`config.mk`:
```
export PLATFORM = sky130hd
export DESIGN_NAME = gsc_regs
export DESIGN_NICKNAME = d
export VERILOG_FILES = /design/src/gsc_pkg.sv /design/src/gsc_regs.sv
export SDC_FILE = /design/constraint.sdc
export NUM_CORES = 1
export LEC_CHECK = 0
export ABC_AREA = 1
export ABC_CLOCK_PERIOD_IN_PS = 4000
export BUFFER_PORTS_ARGS = -buffer_cell sky130_fd_sc_hd__buf_2
export CORE_UTILIZATION = 50
export DETAILED_ROUTE_END_ITERATION = 8
export PLACE_DENSITY = 0.78
export SYNTH_ARGS = -nofsm -noshare
export SYNTH_HDL_FRONTEND = slang
export SYNTH_SLANG_ARGS = --single-unit
export TNS_END_PERCENT = 20
```
`constraint.sdc`:
```
create_clock -name sys_clk -period 4 [get_ports sys_clk]
set_input_delay 0.2 -clock sys_clk [delete_from_list [all_inputs] [get_ports sys_clk]]
set_output_delay 0.2 -clock sys_clk [all_outputs]
set_load 0.02 [all_outputs]
```
`src/gsc_pkg.sv`:
```
/*
 * gsc_pkg: constants for the global system control register bank.
 * Assumes a 32-bit peripheral bus whose byte offsets are word aligned.
 */
package gsc_pkg;
	localparam int unsigned GSC_AW = 8;
	// register byte offsets
	localparam logic [7:0] GSC_OFS_MEM_CLK = 8'h28;
	localparam logic [7:0] GSC_OFS_ZERO = 8'h2C;
	localparam logic [7:0] GSC_OFS_SYS_STAT = 8'h40;
	localparam logic [7:0] GSC_OFS_RST_ONE = 8'h44;
	localparam logic [7:0] GSC_OFS_CLK_GATE = 8'h48;
	localparam logic [7:0] GSC_OFS_EVT_EN = 8'h4C;
	localparam logic [7:0] GSC_OFS_REV = 8'h50;
	localparam logic [7:0] GSC_OFS_SYS_IE = 8'h54;
	// field positions
	localparam int unsigned GSC_RAM_ZERO_LIGHT_SLEEP_BIT = 8;
	localparam int unsigned GSC_FWS_LSB = 0;
	localparam int unsigned GSC_FWS_W = 3;
	localparam int unsigned GSC_RSVD_MSB = 7;
	localparam int unsigned GSC_RSVD_LSB = 3;
	localparam int unsigned GSC_ICACHE_ZERO_BIT = 1;
	localparam int unsigned GSC_SRAM_ZERO_BIT = 0;
	localparam int unsigned GSC_DBG_LOCK_BIT = 0;
	localparam int unsigned GSC_I2C_RST_BIT = 0;
	localparam int unsigned GSC_ICC_GATE_BIT = 11;
	localparam int unsigned GSC_FLC_GATE_BIT = 3;
	localparam int unsigned GSC_RX_EVT_BIT = 1;
	localparam int unsigned GSC_DMA_EVT_BIT = 0;
	localparam int unsigned GSC_REV_W = 16;
	localparam int unsigned GSC_UNLOCK_IE_BIT = 0;
	// reset values
	localparam logic [2:0] GSC_FWS_RESET = 3'h5;
	localparam logic [2:0] GSC_FWS_RESERVED = 3'h0;
	localparam logic [31:0] GSC_ZERO_WORD = 32'h0;
	// state of each self-clearing operation
	typedef enum logic [1:0] {
		GSC_OP_IDLE = 2'b00,
		GSC_OP_START = 2'b01,
		GSC_OP_WAIT = 2'b11
	} gsc_op_type;
endpackage : gsc_pkg

```
`src/gsc_regs.sv`:
```
/*
 * gsc_regs: global system control register bank with self-clearing
 * zeroization and peripheral reset, clock gates, wake events and status.
 * Assumes a simple same-clock register port (sel, wr, addr, wdata) answering
 * reads in the next cycle, and memory/peripheral targets with done handshakes.
 */
`timescale 1ns/100ps
// How it works
// - bit 8 puts RAM 0 in light sleep: contents kept, reads blocked.
// - a RAM-clearing reset clears RAM 0 even while light sleep is set.
// - bits 2:0 give flash wait states 1..7, 0 reserved, reset 5.
// - writing bit 1 zeroizes cache data and tag RAM, self-clears when done.
// - writing bit 0 zeroizes all data RAM, reads 0 when done.
// - status bit 0 shows factory debug lock; set means debug access blocked.
// - writing reset bit 0 resets second I2C, reads 0 when complete.
// - gate bit 11 stops cache controller bus clock; reset 0.
// - gate bit 3 stops flash controller clock, blocking flash fetches.
// - gating a peripheral clock keeps its register contents.
// - event bit 1 enables the wake event for wait-for-event sleep.
// - event bit 0 lets DMA count-to-zero completion raise the wake event.
// - revision bits 15:0 read two ASCII characters; upper bits reserved.
// - enable bit 0 raises power sequencer interrupt while debug unlocked.

// register map, byte offsets on the register port:
//   0x28 memory clock control: light sleep bit 8, reserved 7:3, flash wait states 2:0
//   0x2C memory zeroize control: cache zeroize bit 1, data ram zeroize bit 0
//   0x40 system status flags: debug lock bit 0, read only
//   0x44 peripheral reset one: second i2c reset bit 0, self-clearing
//   0x48 peripheral clock gate one: cache gate bit 11, flash gate bit 3
//   0x4C event wake enable: receive event bit 1, dma count-to-zero bit 0
//   0x50 chip revision: two ascii characters in 15:0, read only
//   0x54 system status irq enable: unlock interrupt enable bit 0
// limitations:
//   there are no byte enables; a write replaces the whole word, except that a zero wait-state field or a zero start bit is ignored
//   a self-clearing bit reads 1 until its target reports done, so a target
//   that never answers leaves the bit stuck; there is no timeout here
module gsc_regs #(
	parameter logic [15:0] REVISION_ID = 16'h5858 // arbitrary value
) (
	input wire logic sys_clk,
	input wire logic rst,
	input wire logic reg_sel,
	input wire logic reg_wr,
	input wire logic [gsc_pkg::GSC_AW-1:0] reg_addr,
	input wire logic [31:0] reg_wdata,
	output logic [31:0] reg_rdata,
	input wire logic debug_lock_pin,
	input wire logic ram_reset_evt,
	input wire logic sram_zero_done,
	input wire logic icache_zero_done,
	input wire logic second_i2c_reset_done,
	input wire logic dma_block_done,
	input wire logic [15:0] dma_transfer_count,
	input wire logic rx_event_in,
	output logic ram_zero_light_sleep,
	output logic ram_zero_clear,
	output logic [2:0] flash_wait_states,
	output logic sram_zero_start,
	output logic icache_zero_start,
	output logic second_i2c_reset,
	output logic icc_clk_gate,
	output logic flc_clk_gate,
	output logic wake_event_signal,
	output logic power_sequencer_irq
);
	import gsc_pkg::*;

	logic ram_zero_light_sleep_q;
	logic [2:0] fws_q;
	logic [4:0] mem_rsvd_q;
	logic [31:0] clk_gate_q;
	logic rx_evt_en_q;
	logic dma_evt_en_q;
	logic unlock_ie_q;
	logic lock_meta_q;
	logic lock_q;
	logic rx_meta_q;
	logic rx_sync_q;
	logic ram_rst_meta_q;
	logic ram_rst_q;
	logic wake_q;
	logic irq_q;
	logic ram_clear_q;
	logic [31:0] rdata_q;
	logic [31:0] mem_word;
	logic [31:0] zero_word;
	logic [31:0] stat_word;
	logic [31:0] rst_word;
	logic [31:0] evt_word;
	logic [31:0] rev_word;
	logic [31:0] ie_word;
	logic wr_mem_clk;
	logic wr_zero;
	logic wr_rst_one;
	logic wr_gate;
	logic wr_evt;
	logic wr_ie;
	logic [2:0] op_done;
	logic [2:0] op_req;
	logic [2:0] op_busy;
	logic [2:0] op_start;

	// write strobes, decoded once; a write and a read never share a cycle,
	// since reg_wr picks one of them, so the read mux needs no priority
	// writes to the read-only offsets decode to nothing and are dropped
	// write strobes, decoded once
	assign wr_mem_clk = reg_sel && reg_wr && (reg_addr == GSC_OFS_MEM_CLK);
	assign wr_zero = reg_sel && reg_wr && (reg_addr == GSC_OFS_ZERO);
	assign wr_rst_one = reg_sel && reg_wr && (reg_addr == GSC_OFS_RST_ONE);
	assign wr_gate = reg_sel && reg_wr && (reg_addr == GSC_OFS_CLK_GATE);
	assign wr_evt = reg_sel && reg_wr && (reg_addr == GSC_OFS_EVT_EN);
	assign wr_ie = reg_sel && reg_wr && (reg_addr == GSC_OFS_SYS_IE);

	// operation 0 sram zero, 1 cache zero, 2 second i2c reset; only a 1 starts
	// a zero written to a start bit leaves the operation alone, so software
	// may write back what it read without starting anything by accident
	assign op_req[0] = wr_zero && reg_wdata[GSC_SRAM_ZERO_BIT];
	assign op_req[1] = wr_zero && reg_wdata[GSC_ICACHE_ZERO_BIT];
	assign op_req[2] = wr_rst_one && reg_wdata[GSC_I2C_RST_BIT];
	assign op_done[0] = sram_zero_done;
	assign op_done[1] = icache_zero_done;
	assign op_done[2] = second_i2c_reset_done;

	// memory clock control; reserved bits are plain storage so read-modify-write keeps them
	always_ff @(posedge sys_clk or posedge rst) begin
		if (rst) begin
			ram_zero_light_sleep_q <= 1'b0;
			fws_q <= GSC_FWS_RESET;
			mem_rsvd_q <= '0;
		end else if (wr_mem_clk) begin
			ram_zero_light_sleep_q <= reg_wdata[GSC_RAM_ZERO_LIGHT_SLEEP_BIT];
			mem_rsvd_q <= reg_wdata[GSC_RSVD_MSB:GSC_RSVD_LSB];
			// reserved zero is refused so flash never runs without a wait state
			if (reg_wdata[GSC_FWS_LSB +: GSC_FWS_W] != GSC_FWS_RESERVED) begin
				fws_q <= reg_wdata[GSC_FWS_LSB +: GSC_FWS_W];
			end
		end
	end

	// clock gate register; all bits stored, only 11 and 3 drive gates
	// the gates only stop clocks: nothing here resets the gated targets,
	// so their registers survive a gate and resume when it opens
	always_ff @(posedge sys_clk or posedge rst) begin
		if (rst) begin
			clk_gate_q <= GSC_ZERO_WORD;
		end else if (wr_gate) begin
			clk_gate_q <= reg_wdata;
		end
	end

	// wake event and interrupt enables
	always_ff @(posedge sys_clk or posedge rst) begin
		if (rst) begin
			rx_evt_en_q <= 1'b0;
			dma_evt_en_q <= 1'b0;
			unlock_ie_q <= 1'b0;
		end else begin
			if (wr_evt) begin
				rx_evt_en_q <= reg_wdata[GSC_RX_EVT_BIT];
				dma_evt_en_q <= reg_wdata[GSC_DMA_EVT_BIT];
			end
			if (wr_ie) begin
				unlock_ie_q <= reg_wdata[GSC_UNLOCK_IE_BIT];
			end
		end
	end

	// debug lock pin: a factory level, two flops before anything reads it
	always_ff @(posedge sys_clk or posedge rst) begin
		if (rst) begin
			lock_meta_q <= 1'b0;
			lock_q <= 1'b0;
		end else begin
			lock_meta_q <= debug_lock_pin;
			lock_q <= lock_meta_q;
		end
	end

	// receive event pin; costs three cycles of lag before a wake
	always_ff @(posedge sys_clk or posedge rst) begin
		if (rst) begin
			rx_meta_q <= 1'b0;
			rx_sync_q <= 1'b0;
		end else begin
			rx_meta_q <= rx_event_in;
			rx_sync_q <= rx_meta_q;
		end
	end

	// ram-clearing reset event; a glitch shorter than a cycle may be missed
	always_ff @(posedge sys_clk or posedge rst) begin
		if (rst) begin
			ram_rst_meta_q <= 1'b0;
			ram_rst_q <= 1'b0;
		end else begin
			ram_rst_meta_q <= ram_reset_evt;
			ram_rst_q <= ram_rst_meta_q;
		end
	end

	// self-clearing operations: start pulse, then busy until the target reports done
	// the handshake per operation:
	//   idle: a 1 written to the start bit moves to start
	//   start: one cycle, the start pulse is out; done is not looked at yet,
	//          so a done high only in this cycle cannot end this one early
	//   wait: the read-back bit stays 1 until done is seen, then idle
	// the start pulse has its own flop so the output needs no decode
	genvar gi;
	generate
		for (gi = 0; gi < 3; gi++) begin : g_op
			gsc_op_type st_q;
			logic start_q;
			// start pulse flop, high exactly while the state is start
			always_ff @(posedge sys_clk or posedge rst) begin
				if (rst) begin
					start_q <= 1'b0;
				end else begin
					start_q <= (st_q == GSC_OP_IDLE) && op_req[gi];
				end
			end
			always_ff @(posedge sys_clk or posedge rst) begin
				if (rst) begin
					st_q <= GSC_OP_IDLE;
				end else begin
					case (st_q)
						GSC_OP_IDLE: begin
							if (op_req[gi]) begin
								st_q <= GSC_OP_START;
							end
						end
						GSC_OP_START: begin
							st_q <= GSC_OP_WAIT;
						end
						// further writes are ignored here, so no restart or abort
						GSC_OP_WAIT: begin
							if (op_done[gi]) begin
								st_q <= GSC_OP_IDLE;
							end
						end
						default: begin
							st_q <= GSC_OP_IDLE;
						end
					endcase
				end
			end
			assign op_busy[gi] = (st_q != GSC_OP_IDLE);
			assign op_start[gi] = start_q;
		end
	endgenerate

	// wake event, one cycle after an enabled cause is seen
	always_ff @(posedge sys_clk or posedge rst) begin
		if (rst) begin
			wake_q <= 1'b0;
		end else begin
			// dma event only counts when the block finished with count at zero
			wake_q <= (rx_evt_en_q && rx_sync_q)
				|| (dma_evt_en_q && dma_block_done && (dma_transfer_count == '0));
		end
	end

	// unlock interrupt level; lags the lock pin by three cycles
	always_ff @(posedge sys_clk or posedge rst) begin
		if (rst) begin
			irq_q <= 1'b0;
		end else begin
			irq_q <= unlock_ie_q && !lock_q;
		end
	end

	// ram clear; light sleep does not mask it, and zeroize also clears ram 0
	always_ff @(posedge sys_clk or posedge rst) begin
		if (rst) begin
			ram_clear_q <= 1'b0;
		end else begin
			ram_clear_q <= ram_rst_q || op_start[0];
		end
	end

	// read words assembled per register; unused bits stay 0
	always_comb begin
		mem_word = GSC_ZERO_WORD;
		zero_word = GSC_ZERO_WORD;
		stat_word = GSC_ZERO_WORD;
		rst_word = GSC_ZERO_WORD;
		evt_word = GSC_ZERO_WORD;
		rev_word = GSC_ZERO_WORD;
		ie_word = GSC_ZERO_WORD;
		mem_word[GSC_RAM_ZERO_LIGHT_SLEEP_BIT] = ram_zero_light_sleep_q;
		mem_word[GSC_RSVD_MSB:GSC_RSVD_LSB] = mem_rsvd_q;
		mem_word[GSC_FWS_LSB +: GSC_FWS_W] = fws_q;
		zero_word[GSC_SRAM_ZERO_BIT] = op_busy[0];
		zero_word[GSC_ICACHE_ZERO_BIT] = op_busy[1];
		stat_word[GSC_DBG_LOCK_BIT] = lock_q;
		rst_word[GSC_I2C_RST_BIT] = op_busy[2];
		evt_word[GSC_RX_EVT_BIT] = rx_evt_en_q;
		evt_word[GSC_DMA_EVT_BIT] = dma_evt_en_q;
		rev_word[GSC_REV_W-1:0] = REVISION_ID;
		ie_word[GSC_UNLOCK_IE_BIT] = unlock_ie_q;
	end

	// read mux, answered one cycle after the request; unmapped reads 0
	always_ff @(posedge sys_clk or posedge rst) begin
		if (rst) begin
			rdata_q <= GSC_ZERO_WORD;
		end else if (reg_sel && !reg_wr) begin
			case (reg_addr)
				GSC_OFS_MEM_CLK: rdata_q <= mem_word;
				GSC_OFS_ZERO: rdata_q <= zero_word;
				GSC_OFS_SYS_STAT: rdata_q <= stat_word;
				GSC_OFS_RST_ONE: rdata_q <= rst_word;
				GSC_OFS_CLK_GATE: rdata_q <= clk_gate_q;
				GSC_OFS_EVT_EN: rdata_q <= evt_word;
				GSC_OFS_REV: rdata_q <= rev_word;
				GSC_OFS_SYS_IE: rdata_q <= ie_word;
				default: begin
					rdata_q <= GSC_ZERO_WORD;
				end
			endcase
		end
	end

	// all outputs straight from flops; gates only stop clocks, never reset targets
	assign reg_rdata = rdata_q;
	assign ram_zero_light_sleep = ram_zero_light_sleep_q;
	assign ram_zero_clear = ram_clear_q;
	assign flash_wait_states = fws_q;
	assign sram_zero_start = op_start[0];
	assign icache_zero_start = op_start[1];
	assign second_i2c_reset = g_op[2].st_q[0]; // held from start until done
	assign icc_clk_gate = clk_gate_q[GSC_ICC_GATE_BIT];
	assign flc_clk_gate = clk_gate_q[GSC_FLC_GATE_BIT];
	assign wake_event_signal = wake_q;
	assign power_sequencer_irq = irq_q;
endmodule : gsc_regs

```
==> results.yml, run 1 <==
run_status:
  outcome: "complete, no violations"
synthesis:
  ys_top_cells_by_area: "dfrtp_1, nand2_1, inv_1"
  synth_edf_count: 0
  synth_area_per_cell_um2: 9.170
  synthXorXnorAreaFrac_pct: 0
  synth_top_family_by_area: "simple AND/OR/NAND/NOR gates"
  synth_top_flop_cell: "dfrtp_1"
  syn_area_mm2: 0.003989
  yosys.area_share.simple_pct: 23.84
  synth_seq_area_share_pct: 58.41
  synth_top_area_cell: "dfrtp_1"
  synth_compound_area_share_pct: 10.98
  yosysTopAreaCellShare_pct: 57.09
  synthMuxAreaShare_pct: 0
  synthAdderAreaFrac_pct: 0
  synth.distinct_cells: 31
  async_reset_ff_share_pct: 100.0
  synth_seq_cells: 93
  syn-num-nets: 502
  yosys_warnings: 0
  synth_common_cells: "nand2_1, dfrtp_1, inv_1, nand3_1, o21ai_0"
  yosysMostFrequentCell: "nand2_1"
  postSynthCellCount: 435
power:
  cellPowerDensity_mw_per_mm2: 361.1
  vdd_drop_max_v: 0.0001994
  switching_power_uw: 438.1
  combPwrFrac_pct: 7.0
  power_frac_clock_pct: 37.3
  switching_share_pct: 25.15
  intPower_uw: 1304
  pwr-share-seq_pct: 55.7
  leakage_uw: 0.002701
  p_total_uw: 1742
cts:
  ctsHtreeMaxLevel: 3
  cts_tree: "built"
  cts.clk_slew.worst_paths_ps: 100
  cts_buffers: 9
  cts_buffer_depth: 2
  cts_root_buf: "clkbuf_8"
  numClockSinks: 93
  postCtsSetupRepairBufs: 0
  clk_latency_ps: 360
place:
  numPortBuffers: 110
  dp_hpwl_um: 5848
  dp_cells: 633
  gp_congestion: 0.8098
worst_setup_path:
  critPathCaptureType: "flip-flop"
  max_stage_delay_ps: 890
  critPathArrivalTime_ps: 2130
  cp-start-kind: "input port"
  worstPathMaxFanout: 42
  crit_chain: "buf_2 -> nor2_2 -> buf_4 -> clkinv_1 -> o31ai_1"
  worstPathRequired_ps: 4250
  critPathSlowestCell: "clkinv_1"
  worstSetupPathType: "input port to flip-flop"
global_route:
  grt-ovfl-total: 0
  grt_max_degree: 94
  grt_use_total_pct: 21.93
  grt_pass1_wl_um: 14210
  grt_pass1_vias: 3009
  antenna_found_initial: 0
cells_and_area:
  fin_util_pct: 62.42
  n_fill_cell: 657
  diodes: 0
  fin_nets: 612
  drive_above_1_share_pct: 33.09
  stdcell_count: 652
  area_growth_pct: 20.92
detailed_routing:
  wl_per_cell_um: 12.70
  drcViolationCount: 0
  drtIter0Drc: 140
  firstDrtPassIters: 4
  drt.antenna.violating_nets: 0
  via_per_inst: 4.940
  wl_um: 8282
  vias: 3221
flow_run:
  maxCapViolCount: 0
floorplan:
  io_pins: 111
  dieArea_mm2: 0.008338
  die_x_um: 91.32
  start_util_pct: 51.62
  dieHeight_um: 91.32
  core_area_mm2: 0.007727
  rows: 32
sta:
  clock_skew_ps: 6.273
  slew_violations: 0
  finalCritPeriodShare_pct: 46.99
  hold_viol_final: 0
  max_freq_mhz: 532.0
  tns_ps: 0
  setup_viol: 0
  timing.slew.headroom_pct: 27.57
  finalCriticalPeriod_ps: 1880
  rsz0062_at_grt: "false"
  worst-slew-pin-transition_ps: 1080
worst_hold_path:
  hold_class: "input port to flip-flop"
-- worst paths after layout --
path,startpoint,to,cells after the start,slack [ps]
max,reg_wr,reg_rdata[15]$_DFFE_PP0P_,5,2120
min,icache_zero_done,g_op[1].st_q[1]$_DFFE_PP0P_,2,20
max reg2reg,g_op[2].st_q[0]$_DFFE_PP0P_,reg_rdata[0]$_DFFE_PP0P_,7,2810
min reg2reg,lock_meta_q$_DFF_PP0_,lock_q$_DFF_PP0_,0,350
max in group asynchronous,rst,clk_gate_q[6]$_DFFE_PP0P_,2,3220
min in group asynchronous,rst,clk_gate_q[11]$_DFFE_PP0P_,2,100
-- kinds of logic after synthesis --
| logic type | after synthesis |
|---|---|
| compound gates | 65 |
| buf+inv | 62 |
| flops | 93 |
| simple gates | 215 |
-- repair_timing --
action	4_1_cts	5_1_grt
endpoints found under the hold margin	3	0
gates resized for setup	0	0
hold buffers	3	0
-- state kept, by name (all words and copies together), names as in the netlist, 3 cells and up --
signal,cells
clk_gate_q,32
reg_rdata,32
g_op.st_q,6
mem_rsvd_q,5
flash_wait_states,3
-- worst max-delay path, delay by kind of cell --
family | cells | cell delay [ps]
compound gates | 1 | 560
buf+inv | 3 | 1260
simple gates | 1 | 90
-- power groups by stage --
| stage | registers [uW] | clock network [uW] | logic [uW] |
|---|---|---|---|
| floorplan | 993 | 0 | 61.1 |
| global placement | 988 | 0 | 119 |
| detailed placement | 989 | 0 | 123 |
| CTS | 970 | 659 | 125 |
| global route | 973 | 696 | 139 |
| finish | 970 | 649 | 123 |
-- final cells by class --
cell class	instances	area, um^2	share of cell area (%)
sequential	93	2330	48.30
clock buffer	9	123.9	2.568
clock inverter	7	83.83	1.738
multi-input combinational	280	1389	28.79
tap	102	127.6	2.646
timing repair buffer	114	588.1	12.19
inverter	47	181.4	3.761
-- through the flow --
step | worst slack [ps] | area, um^2 | hold WS [ps]
finish | 2120 | 4823 | 23.64
floorplan | 1383 | 3989 | 231.4
global placement | 1775 | 4586 | 308.9
CTS | 2099 | 4823 | 2.117
global route | 1818 | 4823 | 18.68
detailed placement | 1710 | 4586 | 310.1
-- per-layer routing --
| metal | up-vias | wire length, um | GRT usage (%) |
|---|---|---|---|
| li1 | 1600 | - | - |
| met1 | 1544 | 3780 | 28.80 |
| met4 | 0 | 114 | 7.672 |
| met3 | 8 | 394 | 4.858 |
| met5 | - | 0 | 0 |
| met2 | 69 | 3992 | 36.05 |
-- cell usage in the layout, fill, tap and decap left out, types with 4 or more instances in the layout --
cell type,n
nand2_1,141
buf_2,110
dfrtp_1,91
inv_1,40
nand3_1,23
o21ai_0,22
nor2_1,18
a21oi_2,16
nor2_2,15
o31ai_1,11
clkbuf_8,9
o21ai_1,6
inv_2,4
nand2_2,4
o21ai_2,4
(Power assumes the default switching activity.)
==> inputs of run 2 (changes only) <==
ABC_CLOCK_PERIOD_IN_PS = 1640   (was 4000)
CORE_UTILIZATION = 47   (was 50)
PLACE_DENSITY = 0.77   (was 0.78)
clock period = 1.64 ns   (was 4 ns; I/O delays follow)
==> results.yml, run 2 (synthesis results as in run 1) <==
sta:
  timing.slew.headroom_pct: 67.91
  rsz0062_at_grt: "false"
  slew_violations: 0
  hold_viol_final: 0
  finalCriticalPeriod_ps: 1394
  tns_ps: 0
  max_freq_mhz: 717.4
  finalCritPeriodShare_pct: 84.99
  setup_viol: 0
  whs_ps: 1.758
  worst-slew-pin-transition_ps: 481.3
  clock_skew_ps: 9.205
cts:
  ctsHtreeMaxLevel: 3
  cts_root_buf: "clkbuf_8"
  ctsHoldBuffers: 44
  cts_tree: "built"
  postCtsSetupRepairBufs: 0
  cts_buffer_depth: 2
  numClockSinks: 93
  cts.clk_slew.worst_paths_ps: 90
  cts_resized: 0
  clk_latency_ps: 370
  cts_buffers: 9
global_route:
  grt_pass1_vias: 3207
  grt_use_total_pct: 22.70
  antenna_found_initial: 0
  grt_max_degree: 94
  grt_pass1_wl_um: 15120
  grt-ovfl-total: 0
power:
  switching_power_uw: 1026
  power_frac_clock_pct: 34.0
  cellPowerDensity_mw_per_mm2: 793.0
  pwr-share-seq_pct: 56.6
  intPower_uw: 3157
  switching_share_pct: 24.53
  combPwrFrac_pct: 9.4
  vdd_drop_max_v: 0.0003739
  leakage_uw: 0.002902
detailed_routing:
  drcViolationCount: 0
  dr_wl_met3_um: 434
  wl_met1_um: 4131
  wl_per_cell_um: 13.42
  drtIter0Drc: 171
  wl_met2_um: 4671
  wl_um: 9436
  drt.antenna.violating_nets: 0
  via_per_inst: 4.856
  firstDrtPassIters: 4
  vias: 3414
  top_layer: "met4"
worst_setup_path:
  worstPathMaxFanout: 1
  path_common_cell: "dlygate4sd3_1"
  reg2reg_depth: 7
  critPathSlowestCell: "dlygate4sd3_1"
  max_stage_delay_ps: 610
  cp-start-kind: "input port"
  worstSetupPathType: "input port to flip-flop"
  crit_chain: "dlygate4sd3_1 -> buf_2 -> nor4_1 -> dlygate4sd3_1 -> nand4_1 -> nand2_1"
  critPathCaptureType: "flip-flop"
  r2r_setup_slack_ps: 460
  worstPathRequired_ps: 1950
  critPathArrivalTime_ps: 1700
  r2r_start: "g_op[2].st_q[0]$_DFFE_PP0P_"
  reg2reg_to: "reg_rdata[0]$_DFFE_PP0P_"
floorplan:
  io_pins: 111
  dieArea_mm2: 0.008860
  dieHeight_um: 94.13
  die_x_um: 94.13
  start_util_pct: 48.55
  core_area_mm2: 0.008217
  rows: 33
cells_and_area:
  mostFrequentLayoutCells: "nand2_1, buf_2, dfrtp_1"
  area_growth_pct: 32.25
  final_common_cell: "nand2_1"
  diodes: 0
  fin_nets: 660
  drive_above_1_share_pct: 31.27
run_status:
  outcome: "complete, no violations"
place:
  gp_congestion: 0.8532
  numPortBuffers: 110
  dp_hpwl_um: 6227
worst_hold_path:
  min_to: "rx_evt_en_q$_DFFE_PP0P_"
  worstHoldPathCells: 3
  hp-start: "reg_wdata[1]"
  hold_class: "input port to flip-flop"
flow_run:
  maxCapViolCount: 0
## run 2: changes by cell type in the layout (fill, tap and decap cells not counted), sizes merged
| cell | before | now |
|---|---|---|
| buf | 111 | 118 |
| bufinv | 1 | 0 |
| clkbuf | 9 | 13 |
| dlygate4sd3 | 3 | 44 |
| inv | 48 | 45 |
## run 2: worst max path at each step
stage                                      from                          end  slack, ps  depth (start not counted)
floorplan           g_op[2].st_q[0]$_DFFE_PP0P_     reg_rdata[0]$_DFFE_PP0P_        450                          7
global placement                    reg_addr[0]   clk_gate_q[12]$_DFFE_PP0P_        290                         10
detailed placement                  reg_addr[0]   clk_gate_q[10]$_DFFE_PP0P_        240                         10
CTS                      dma_transfer_count[11]  wake_event_signal$_DFF_PP0_        340                          6
global route             dma_transfer_count[10]  wake_event_signal$_DFF_PP0_        120                          6
finish                   dma_transfer_count[14]  wake_event_signal$_DFF_PP0_        250                          6
## run 2: cell type report
| type | instances | area (um^2) |
|---|---|---|
| sequential | 93 | 2330 |
| inverter | 47 | 182.7 |
| fill | 693 | 2942 |
| clock buffer | 13 | 158.9 |
| tap | 105 | 131.4 |
| multi-input combinational | 280 | 1389 |
| timing repair buffer | 162 | 1064 |
| clock inverter | 3 | 20.02 |
## run 2: critical path, delay by kind of cell
| family | cells | cell delay [ps] |
|---|---|---|
| simple gates | 3 | 360 |
| buf+inv | 3 | 1260 |
## run 2: power by group through the flow
stage	clock, uW	sequential (uW)	combinational (uW)
3_5_place_dp	0	2410	315
2_1_floorplan	0	2420	149
6_report	1420	2370	393
3_3_place_gp	0	2410	309
4_1_cts	1440	2370	394
5_1_grt	1540	2370	436
## run 2: metal layers
metal	global-route usage, %	vias to the layer above
li1	-	1689
met1	28.79	1601
met4	8.974	0
met5	0	-
met3	4.935	16
met2	37.77	108
## run 2: stage by stage
step | util, % | worst slack, ps | cells | area, um^2 | total power (uW)
2_1_floorplan | - | 451.3 | 435 | 3993 | 2571
3_3_place_gp | 56.66 | 289.9 | 643 | 4656 | 2720
3_5_place_dp | 56.66 | 244.6 | 643 | 4656 | 2728
4_1_cts | 64.20 | 344.3 | 703 | 5275 | 4201
5_1_grt | 64.20 | 118.8 | 703 | 5275 | 4351
6_report | 64.20 | 246.1 | 703 | 5275 | 4183
==> inputs of run 3 (changes only) <==
ABC_CLOCK_PERIOD_IN_PS = 1200   (was 1640)
clock period = 1.2 ns   (was 1.64 ns; I/O delays follow)
==> results.yml, run 3 (synthesis results as in run 1) <==
cells_and_area:
  drive_above_1_share_pct: 32.25
  finalInstanceArea_mm2: 0.005538
  seqCellArea_mm2: 0.002330
  multi_input_area_mm2: 0.001396
  area_growth_pct: 38.83
  diodes: 0
  fin_nets: 676
  mostFrequentLayoutCells: "nand2_1, buf_2, dfrtp_1"
  final_common_cell: "nand2_1"
  n_fill_cell: 634
global_route:
  grt_pass1_vias: 3317
  antenna_found_initial: 0
  grt_use_total_pct: 22.96
  busiest_layer: "met2"
  grt-ovfl-total: 0
  met3_usage_pct: 5.744
  grt_use_met1_pct: 31.09
  met2_usage_pct: 35.83
  grt_pass1_wl_um: 15490
  grt_max_degree: 94
place:
  dp_hpwl_um: 6222
  gp_congestion: 0.8756
  dp_slack_ps: 6.007
  numPortBuffers: 110
  place_area_mm2: 0.004761
floorplan:
  dieHeight_um: 94.13
  start_util_pct: 48.55
  die_x_um: 94.13
  io_pins: 111
  dieArea_mm2: 0.008860
  core_area_mm2: 0.008217
  rows: 33
worst_setup_path:
  cp-start-kind: "flip-flop"
  worstPathRequired_ps: 1450
  worstSetupPathType: "flip-flop to flip-flop"
  critPathArrivalTime_ps: 1380
  critical-path-top-delay-family: "simple AND/OR/NAND/NOR gates"
  crit_chain: "or2_4 -> nand3_2 -> nand2_1 -> nor2_1 -> nand2_1 -> nand2_1 -> nand2_1"
  max_stage_delay_ps: 400
  path_common_cell: "nand2_1"
  critPathSlowestCell: "dfrtp_1"
  crit_start: "g_op[2].st_q[0]$_DFFE_PP0P_"
  worstPathMaxFanout: 2
  r2r_start: "g_op[2].st_q[0]$_DFFE_PP0P_"
  critPathCaptureType: "flip-flop"
  path_buf_inv: 0
power:
  leakage_uw: 0.003030
  pwr-share-seq_pct: 50.5
  cellPowerDensity_mw_per_mm2: 1157
  intPower_uw: 5038
  switching_share_pct: 21.40
  p_total_uw: 6410
  switching_power_uw: 1372
  power_frac_clock_pct: 40.5
  combPwrFrac_pct: 9.0
  vdd_drop_max_v: 0.0006198
detailed_routing:
  drcViolationCount: 0
  wl_per_cell_um: 13.30
  via_per_inst: 4.850
  wl_um: 9562
  vias: 3487
  firstDrtPassIters: 4
  drt.antenna.violating_nets: 0
  drtIter0Drc: 156
cts:
  cts_buffers: 9
  numClockSinks: 93
  cts_buffer_depth: 2
  cts.clk_slew.worst_paths_ps: 90
  cts_tree: "built"
  cts_root_buf: "clkbuf_8"
  ctsHtreeMaxLevel: 3
  clk_latency_ps: 350
sta:
  timing.slew.headroom_pct: 68.21
  setup_viol: 0
  clock_skew_ps: 9.906
  tns_ps: 0
  slew_violations: 0
  finalCriticalPeriod_ps: 1137
  rsz0062_at_grt: "false"
  worst-slew-pin-transition_ps: 476.8
  whs_ps: 100.9
  setup_slack_ps: 63.00
  finalCritPeriodShare_pct: 94.75
  max_freq_mhz: 879.5
  hold_viol_final: 0
flow_run:
  maxCapViolCount: 0
worst_hold_path:
  hp-start: "dma_transfer_count[2]"
  hold_class: "input port to flip-flop"
run_status:
  outcome: "complete, no violations"
==> run 3: metal layers <==
layer  part of all wire [%]  wire, um
met2                     48      4626
met3                    4.9       468
met1                     45      4334
met4                    1.4       133
met5                      0         0
==> run 3: tightest hold or removal path, delay by kind of cell <==
family	cells	cell delay (ps)
buffers and inverters	1	80
and+or+nand+nor	4	290
==> run 3: path summary, 6_finish.rpt <==
path,endpoint,slack (ps),depth (start not counted)
min reg2reg,ram_rst_q$_DFF_PP0_,350,0
max in group asynchronous,flash_wait_states[2]$_DFFE_PP1P_,430,4
min,wake_event_signal$_DFF_PP0_,100,5
max reg2reg,reg_rdata[0]$_DFFE_PP0P_,60,7
max,reg_rdata[0]$_DFFE_PP0P_,60,7
min in group asynchronous,ram_zero_clear$_DFF_PP0_,390,4
==> run 3: power by group through the flow <==
stage          logic (uW)  registers, uW  clock network (uW)
4_1_cts               577           3230                2640
6_report              578           3240                2600
3_3_place_gp          438           3300                   0
2_1_floorplan         204           3310                   0
3_5_place_dp          446           3300                   0
5_1_grt               637           3240                2790
==> run 3: area by class of cell <==
cell class,count,share of cell area (%)
multi-input cells,280,25.21
well taps,105,2.372
flip-flops and latches,93,42.07
inverters,47,3.299
clock buffers,13,3.050
clock inverters,3,1.627
repair buffers,178,22.37
==> run 3: metrics by stage <==
stage | utilization, % | instances
2_1_floorplan | - | 435
3_3_place_gp | 57.94 | 652
3_5_place_dp | 57.94 | 652
4_1_cts | 67.31 | 719
5_1_grt | 67.40 | 719
6_report | 67.40 | 719
==> run 3: timing repair <==
item | in CTS | in global routing
hold buffers | 51 | 0
hold endpoints to repair | 139 | 0
endpoints found under the setup margin | 0 | 1
buffers inserted | 0 | 0
resized for setup | 0 | 2
